--- src/rtl/jtp_defs.svh ---
`ifndef JTP_DEFS_SVH
`define JTP_DEFS_SVH

// Instruction register width and codes
`define JTP_IR_W        4
`define JTP_INSTR_IDCODE 4'h1
`define JTP_INSTR_BYPASS 4'hF

// Value loaded into the instruction shifter in the capture state (low bits 01)
`define JTP_IR_CAPTURE  4'h1

// Identification register width and value (value is arbitrary, not a real part code)
`define JTP_ID_W        32
`define JTP_IDCODE_VAL  32'h1234_5671

// Depth of the pin synchronisers
`define JTP_SYNC_STAGES 2

// Consecutive mode-select-high edges that always reach test-logic-reset
`define JTP_TLR_ONES    3'h5

`endif

--- src/rtl/jtp_pkg.sv ---
package jtp_pkg;

	// Sixteen controller states, one-hot
	typedef enum logic [15:0] {
		ST_TLR    = 16'h0001,
		ST_RTI    = 16'h0002,
		ST_SEL_DR = 16'h0004,
		ST_CAP_DR = 16'h0008,
		ST_SHF_DR = 16'h0010,
		ST_EX1_DR = 16'h0020,
		ST_PAU_DR = 16'h0040,
		ST_EX2_DR = 16'h0080,
		ST_UPD_DR = 16'h0100,
		ST_SEL_IR = 16'h0200,
		ST_CAP_IR = 16'h0400,
		ST_SHF_IR = 16'h0800,
		ST_EX1_IR = 16'h1000,
		ST_PAU_IR = 16'h2000,
		ST_EX2_IR = 16'h4000,
		ST_UPD_IR = 16'h8000
	} jtp_state_t;

endpackage

--- src/rtl/jtp_shift_reg.sv ---
`timescale 1ns/1ps
`default_nettype none

// Capture/shift register; shifts toward bit 0, new bit enters at the top
module jtp_shift_reg #(
	parameter int W = 4                   // Register length, at least 2
) (
	input  wire logic         clk,        // System clock
	input  wire logic         rst_b,      // Synchronous reset, active low
	input  wire logic         clear,      // Synchronous clear (test reset)
	input  wire logic         capture,    // Parallel load this cycle
	input  wire logic [W-1:0] cap_val,    // Parallel load value
	input  wire logic         shift,      // Shift one place this cycle
	input  wire logic         sin,        // Serial input bit
	output logic      [W-1:0] data        // Register contents
);

	logic [W-1:0] sh_reg;                 // Shift stage
	logic [W-1:0] sh_next;                // Its next value

	// Capture wins over shift; both only ever come on a test clock rise
	assign sh_next = capture ? cap_val :
	                 shift   ? {sin, sh_reg[W-1:1]} : sh_reg;

	// Storage
	always_ff @(posedge clk) begin
		if (!rst_b || clear) begin
			sh_reg <= '0;
		end else begin
			sh_reg <= sh_next;
		end
	end

	assign data = sh_reg;

endmodule

`default_nettype wire

--- src/rtl/jtp_tap.sv ---
// Functional notes
// - All port logic except test reset timed by test clock edges
// - Data input captured on rising test clock
// - Mode select sampled on rise, steers controller
// - Data output driven only in shift states
// - Data output changes only on falling edges and on test reset
// - Test reset initialises controller without clock edge
`timescale 1ns/1ps
`default_nettype none
`include "jtp_defs.svh"

module jtp_tap #(
	parameter int IR_W = `JTP_IR_W,                       // Instruction length
	parameter int ID_W = `JTP_ID_W,                       // Identification length
	parameter logic [`JTP_ID_W-1:0] IDCODE = `JTP_IDCODE_VAL // Arbitrary id value
) (
	input  wire logic              clk,        // System clock, 200 MHz
	input  wire logic              rst_b,      // Synchronous reset, active low
	input  wire logic              tck,        // Test clock pin
	input  wire logic              tms,        // Test mode select pin
	input  wire logic              tdi,        // Test data input pin
	input  wire logic              trst_b,     // Test reset pin, active low
	output logic                   tdo,        // Test data output value
	output logic                   tdo_oe,     // Test data output enable
	output jtp_pkg::jtp_state_t    tap_state,  // Controller state
	output logic [IR_W-1:0]        ir_value    // Active instruction
);

	// Pin synchronisers; stage 1 is read only by stage 2
	logic tck_s1, tck_s2, tck_s3;              // Test clock stages, s3 for edges
	logic tms_s1, tms_s2;                      // Mode select stages
	logic tdi_s1, tdi_s2;                      // Data input stages
	logic trst_s1, trst_s2;                    // Test reset stages (low = reset)

	jtp_pkg::jtp_state_t state_reg;            // Controller state
	jtp_pkg::jtp_state_t state_next;           // Its next value
	logic [IR_W-1:0]     ir_reg;               // Active instruction
	logic                bypass_reg;           // One-bit bypass stage
	logic                tdo_reg;              // Output data flop
	logic                oe_reg;               // Output enable flop
	logic [IR_W-1:0]     ir_sh;                // Instruction shifter contents
	logic [ID_W-1:0]     id_sh;                // Identification shifter contents

	// Edge finding on the sampled test clock
	wire tck_rise  = tck_s2 & ~tck_s3;
	wire tck_fall  = ~tck_s2 & tck_s3;
	wire test_rst  = ~trst_s2;
	wire in_shf_dr = (state_reg == jtp_pkg::ST_SHF_DR);
	wire in_shf_ir = (state_reg == jtp_pkg::ST_SHF_IR);
	wire in_shift  = in_shf_dr | in_shf_ir;
	wire nx_shift  = (state_next == jtp_pkg::ST_SHF_DR) || (state_next == jtp_pkg::ST_SHF_IR);
	wire sel_id    = (ir_reg == IR_W'(`JTP_INSTR_IDCODE));
	wire dr_bit    = sel_id ? id_sh[0] : bypass_reg;
	wire out_bit   = in_shf_ir ? ir_sh[0] : dr_bit;
	wire ir_cap    = tck_rise & (state_reg == jtp_pkg::ST_CAP_IR);
	wire ir_shf    = tck_rise & in_shf_ir;
	wire id_cap    = tck_rise & sel_id & (state_reg == jtp_pkg::ST_CAP_DR);
	wire id_shf    = tck_rise & sel_id & in_shf_dr;

	// Two-flop synchronisers; the pins belong to the tester's timing
	always_ff @(posedge clk) begin
		if (!rst_b) begin
			{tck_s1, tck_s2, tck_s3} <= 3'h0;
			{tms_s1, tms_s2}         <= 2'h3;
			{tdi_s1, tdi_s2}         <= 2'h3;
			{trst_s1, trst_s2}       <= 2'h0;
		end else begin
			{tck_s1, tck_s2, tck_s3} <= {tck, tck_s1, tck_s2};
			{tms_s1, tms_s2}         <= {tms, tms_s1};
			{tdi_s1, tdi_s2}         <= {tdi, tdi_s1};
			{trst_s1, trst_s2}       <= {trst_b, trst_s1};
		end
	end

	// Standard controller transitions, steered by mode select
	always_comb begin
		case (state_reg)
			jtp_pkg::ST_TLR:    state_next = tms_s2 ? jtp_pkg::ST_TLR    : jtp_pkg::ST_RTI;
			jtp_pkg::ST_RTI:    state_next = tms_s2 ? jtp_pkg::ST_SEL_DR : jtp_pkg::ST_RTI;
			jtp_pkg::ST_SEL_DR: state_next = tms_s2 ? jtp_pkg::ST_SEL_IR : jtp_pkg::ST_CAP_DR;
			jtp_pkg::ST_CAP_DR: state_next = tms_s2 ? jtp_pkg::ST_EX1_DR : jtp_pkg::ST_SHF_DR;
			jtp_pkg::ST_SHF_DR: state_next = tms_s2 ? jtp_pkg::ST_EX1_DR : jtp_pkg::ST_SHF_DR;
			jtp_pkg::ST_EX1_DR: state_next = tms_s2 ? jtp_pkg::ST_UPD_DR : jtp_pkg::ST_PAU_DR;
			jtp_pkg::ST_PAU_DR: state_next = tms_s2 ? jtp_pkg::ST_EX2_DR : jtp_pkg::ST_PAU_DR;
			jtp_pkg::ST_EX2_DR: state_next = tms_s2 ? jtp_pkg::ST_UPD_DR : jtp_pkg::ST_SHF_DR;
			jtp_pkg::ST_UPD_DR: state_next = tms_s2 ? jtp_pkg::ST_SEL_DR : jtp_pkg::ST_RTI;
			jtp_pkg::ST_SEL_IR: state_next = tms_s2 ? jtp_pkg::ST_TLR    : jtp_pkg::ST_CAP_IR;
			jtp_pkg::ST_CAP_IR: state_next = tms_s2 ? jtp_pkg::ST_EX1_IR : jtp_pkg::ST_SHF_IR;
			jtp_pkg::ST_SHF_IR: state_next = tms_s2 ? jtp_pkg::ST_EX1_IR : jtp_pkg::ST_SHF_IR;
			jtp_pkg::ST_EX1_IR: state_next = tms_s2 ? jtp_pkg::ST_UPD_IR : jtp_pkg::ST_PAU_IR;
			jtp_pkg::ST_PAU_IR: state_next = tms_s2 ? jtp_pkg::ST_EX2_IR : jtp_pkg::ST_PAU_IR;
			jtp_pkg::ST_EX2_IR: state_next = tms_s2 ? jtp_pkg::ST_UPD_IR : jtp_pkg::ST_SHF_IR;
			jtp_pkg::ST_UPD_IR: state_next = tms_s2 ? jtp_pkg::ST_SEL_DR : jtp_pkg::ST_RTI;
			default:            state_next = jtp_pkg::ST_TLR;  // Illegal code recovers
		endcase
	end

	// Controller state: test reset overrides, otherwise moves on test clock rise
	always_ff @(posedge clk) begin
		if (!rst_b || test_rst) begin
			state_reg <= jtp_pkg::ST_TLR;
		end else if (tck_rise) begin
			state_reg <= state_next;
		end
	end

	// Active instruction: identification after reset, new code on update
	always_ff @(posedge clk) begin
		if (!rst_b || test_rst || state_reg == jtp_pkg::ST_TLR) begin
			ir_reg <= IR_W'(`JTP_INSTR_IDCODE);
		end else if (tck_rise && state_reg == jtp_pkg::ST_UPD_IR) begin
			ir_reg <= ir_sh;
		end
	end

	// Bypass stage: zero on capture, takes the data input while shifting
	always_ff @(posedge clk) begin
		if (!rst_b || test_rst) begin
			bypass_reg <= 1'b0;
		end else if (tck_rise && !sel_id && state_reg == jtp_pkg::ST_CAP_DR) begin
			bypass_reg <= 1'b0;
		end else if (tck_rise && !sel_id && in_shf_dr) begin
			bypass_reg <= tdi_s2;
		end
	end

	// Output data moves only on a falling test clock edge in a shift state, or clears to zero on test reset
	always_ff @(posedge clk) begin
		if (!rst_b || test_rst) begin
			tdo_reg <= 1'b0;
		end else if (tck_fall && in_shift) begin
			tdo_reg <= out_bit;
		end
	end

	// Enable rises at the first fall inside a shift state and drops on the
	// very rise that leaves it, so the pin is never driven outside shifting
	always_ff @(posedge clk) begin
		if (!rst_b || test_rst) begin
			oe_reg <= 1'b0;
		end else if (tck_rise && !nx_shift) begin
			oe_reg <= 1'b0;
		end else if (tck_fall && in_shift) begin
			oe_reg <= 1'b1;
		end
	end

	// Instruction shifter
	jtp_shift_reg #(.W(IR_W)) u_ir_sh (
		.clk     (clk),
		.rst_b   (rst_b),
		.clear   (test_rst),
		.capture (ir_cap),
		.cap_val (IR_W'(`JTP_IR_CAPTURE)),
		.shift   (ir_shf),
		.sin     (tdi_s2),
		.data    (ir_sh)
	);

	// Identification shifter
	jtp_shift_reg #(.W(ID_W)) u_id_sh (
		.clk     (clk),
		.rst_b   (rst_b),
		.clear   (test_rst),
		.capture (id_cap),
		.cap_val (IDCODE),
		.shift   (id_shf),
		.sin     (tdi_s2),
		.data    (id_sh)
	);

	assign tdo       = tdo_reg;
	assign tdo_oe    = oe_reg;
	assign tap_state = state_reg;
	assign ir_value  = ir_reg;

	// Checking helper: rising edges seen in a row with mode select high
	logic [2:0] ones_cnt;
	always_ff @(posedge clk) begin
		if (!rst_b) begin
			ones_cnt <= 3'h0;
		end else if (tck_rise) begin
			ones_cnt <= !tms_s2 ? 3'h0 :
			            (ones_cnt == `JTP_TLR_ONES) ? ones_cnt : ones_cnt + 3'h1;
		end
	end
endmodule

`default_nettype wire

--- config.mk ---
export PLATFORM = sky130hd
export DESIGN_NAME = jtp_tap
export DESIGN_NICKNAME = d
export VERILOG_FILES = /design/src/rtl/jtp_pkg.sv /design/src/rtl/jtp_shift_reg.sv /design/src/rtl/jtp_tap.sv
export VERILOG_INCLUDE_DIRS = /design/src /design/src/rtl
export SDC_FILE = /design/constraint.sdc
export NUM_CORES = 1
export LEC_CHECK = 0
export ABC_AREA = 1
export BUFFER_PORTS_ARGS = -buffer_cell sky130_fd_sc_hd__buf_2
export CORE_MARGIN = 1
export CORE_UTILIZATION = 50
export CTS_CLUSTER_SIZE = 10
export DETAILED_ROUTE_END_ITERATION = 8
export GPL_ROUTABILITY_DRIVEN = 1
export HOLD_SLACK_MARGIN = 0.12
export PLACE_DENSITY_LB_ADDON = 0.05
export SYNTH_ARGS = -nofsm -noshare
export SYNTH_HDL_FRONTEND = slang
export SYNTH_SLANG_ARGS = --single-unit
--- constraint.sdc ---
create_clock -name clk -period 2.9 [get_ports clk]
set_clock_uncertainty 0.05 [all_clocks]
set_input_delay 0.145 -clock clk [delete_from_list [all_inputs] [get_ports clk]]
set_output_delay 0.145 -clock clk [all_outputs]
set_load 0.05 [all_outputs]
==> flow_metrics.py <==
metrics = {
    "critical_path": {
        "cp_num_buf_inv": 1,
        "reg2reg_slack_ps": 640,
        "slowest_delay_ps": 550,
        "crit_start": "tap_state[12]",
        "r2r-start": "tap_state[12]",
        "crit_family": "simple AND/OR/NAND/NOR gates",
        "crit_slowest_cell": "inv_2",
        "cp_max_fo": 32,
        "crit_type": "register to register",
        "cp_data_required_time_ps": 3110,
        "cp-start-kind": "register",
        "worstPathArrival_ps": 2470,
        "cp_num_cells": 7,
        "crit_path_cell_trace": "nor2_2 -> nand2_4 -> nor2_8 -> nand3_2 -> inv_2 -> nand2_1 -> a31oi_1",
        "end_kind": "register",
        "r2r_cells": 7,
    },
    "cells_and_area": {
        "mostFrequentLayoutCells": "nand2_1 (128), dfxtp_1 (68), inv_1 (41)",
        "drive_above_1_share": 0.173,
        "syn2layout_area_growth_pct": 14.7,
        "fin_util": 0.595,
        "largest_register_ffs": 32,
        "insertedDiodeCount": 0,
        "layout_commonest_cell": "nand2_1",
        "finalNetCount": 463,
        "num-fill-cells": 577,
    },
    "pwr": {
        "switching_share": 0.210,
        "p_total_mw": 1.89,
        "clkPwrFrac": 0.469,
        "powerDensity_mw_per_mm2": 534,
        "power.switching_mw": 0.398,
        "power_frac_comb": 0.032,
        "power_leakage_nw": 1.46,
        "ir_worst_vdd_mv": 0.402,
        "internal-power_mw": 1.50,
        "pwr-share-seq": 0.499,
    },
    "place": {
        "io_buffers": 27,
        "dp_hpwl_mm": 4.49,
        "preCtsSetupSlack_ps": 703,
        "gp_congestion": 0.892,
    },
    "status": {
        "outcome": "completed",
    },
    "drt": {
        "drc": 0,
        "antenna_left": 0,
        "wl_per_cell_um": 12.6,
        "via_per_inst": 5.14,
        "vias": 2761,
        "drt_wl_total_mm": 6.77,
        "drt_iter0_drc": 164,
        "drtPass1Iterations": 5,
    },
    "clock_network": {
        "insertion_delay_ps": 340,
        "clock_tree.root_cell": "clkbuf_8",
        "numClockSinks": 68,
        "cts_tree": "yes",
        "cts_made_buffers": 9,
        "clk_pin_slew_ps": 80,
        "hold_buffers": 9,
        "cts-htree-levels": 3,
        "post_cts_resized": 0,
        "clockBufferDepth": 2,
        "postCtsSetupRepairBufs": 0,
    },
    "synth": {
        "syn_inst": 425,
        "syn_avg_cell_area_um2": 7.27,
        "synth-seq-area-share": 0.441,
        "yosys.cell_types.count": 31,
        "syn_nets": 431,
        "yosysWarnings": 0,
        "ys_ff_latch": 68,
        "synth.cell_area_mm2": 0.00309,
    },
    "sta": {
        "hold_ws_ps": 354,
        "fmax_ghz": 0.443,
        "setup_viol": 0,
        "finalWorstSetupSlack_ps": 642,
        "slew_violations": 0,
        "setup_tns_ps": 0,
        "fin_crit_sh": 0.779,
        "rsz0062_at_grt": "no",
        "fin_crit_ps": 2260,
        "maxSlewHeadroom": 0.634,
        "timing.final.hold_violations": 0,
        "worstMarginPinSlew_ps": 548,
    },
    "min_path": {
        "holdCritStartpoint": "tdi_s1",
        "hp-class": "register to register",
        "holdPathStages": 2,
    },
    "global_route": {
        "grt_pass1_wl_mm": 11.3,
        "grt_pass1_vias": 2536,
        "grt_antenna_before_repair": 0,
        "grt_start_max_net_pins": 33,
        "grt.total_usage": 0.230,
        "grt.overflow.total": 0,
    },
    "floorplan": {
        "fp.dieH_um": 80.6,
        "core_area_mm2": 0.00596,
        "ios": 28,
        "fp-row-count": 28,
        "fp.dieW_um": 80.6,
        "die_area_mm2": 0.00649,
        "start_util": 0.518,
    },
    "flow_run": {
        "drv_cap": 0,
    },
}
-- path summary, 6_finish.rpt --
check | endpoint
max | u_id_sh.data[4]
min | tdi_s2
max reg2reg | u_id_sh.data[4]
min reg2reg | tdi_s2
-- synthesized netlist by cell type --
library cell | instances | area (um2)
a211oi_1 | 2 | 15.0
nand2_4 | 3 | 33.8
buf_2 | 4 | 20.0
o211a_1 | 1 | 10.0
a21oi_1 | 36 | 180
nand4_1 | 1 | 6.26
nand2_2 | 4 | 25.0
buf_6 | 3 | 33.8
nor3_2 | 1 | 10.0
o211ai_1 | 4 | 30.0
nand2_1 | 128 | 480
nor4_1 | 1 | 6.26
a31oi_1 | 14 | 87.6
nor2_8 | 2 | 40.0
nand3_1 | 18 | 90.1
o21ai_0 | 13 | 65.1
o2111ai_1 | 2 | 17.5
buf_4 | 4 | 30.0
clkbuf_1 | 6 | 22.5
mux2_2 | 1 | 11.3
inv_2 | 7 | 26.3
nand3_4 | 1 | 17.5
nor2_2 | 11 | 68.8
nand3_2 | 4 | 40.0
inv_1 | 41 | 154
nor2_1 | 32 | 120
nor3_1 | 3 | 15.0
and2_1 | 1 | 6.26
o21ai_1 | 6 | 30.0
dfxtp_1 | 68 | 1360
nor2_4 | 3 | 33.8
-- metal layers --
layer | global-route usage | part of all wire
met5 | 0 | 0
met4 | 0.0679 | 0.0075
met3 | 0.0761 | 0.062
met2 | 0.365 | 0.44
met1 | 0.295 | 0.49
-- power by group through the flow --
stage               combinational (mW)  clock (mW)  sequential (mW)
detailed placement              0.0507           0            0.967
floorplan                       0.0368           0            0.967
finish                          0.0611       0.888            0.945
global placement                0.0503           0            0.967
global route                    0.0674       0.945            0.945
CTS                             0.0601       0.912            0.945
-- final cells by class --
class                      instances  area (um2)  share of cell area
tap                               75        93.8              0.0265
clock buffer                      13         159              0.0448
inverter                          48         180              0.0508
multi-input combinational        292        1440               0.406
clock inverter                     3        68.8              0.0194
sequential                        68        1360               0.384
timing repair buffer              38         240              0.0678
-- logic make-up after synthesis --
kind of cell / Yosys count / synth area share
buffers and inverters: 65 / 0.0928
flip-flops: 68 / 0.441
multiplexers: 1 / 0.00365
AO/OA/AOI/OAI: 78 / 0.141
AND/OR/NAND/NOR: 213 / 0.322
-- worst register-to-register path, cell delays in order (launching register included) --
cell	delay [ps]
dfxtp_1	340
nor2_2	190
nand2_4	110
nor2_8	230
nand3_2	390
inv_2	550
nand2_1	120
a31oi_1	190
-- per-stage QoR --
stage               std cells  instance area (um2)
CTS                       537                 3540
finish                    537                 3540
detailed placement        512                 3230
global route              537                 3540
floorplan                 425                 3090
global placement          512                 3230
(Power assumes the default switching activity.)
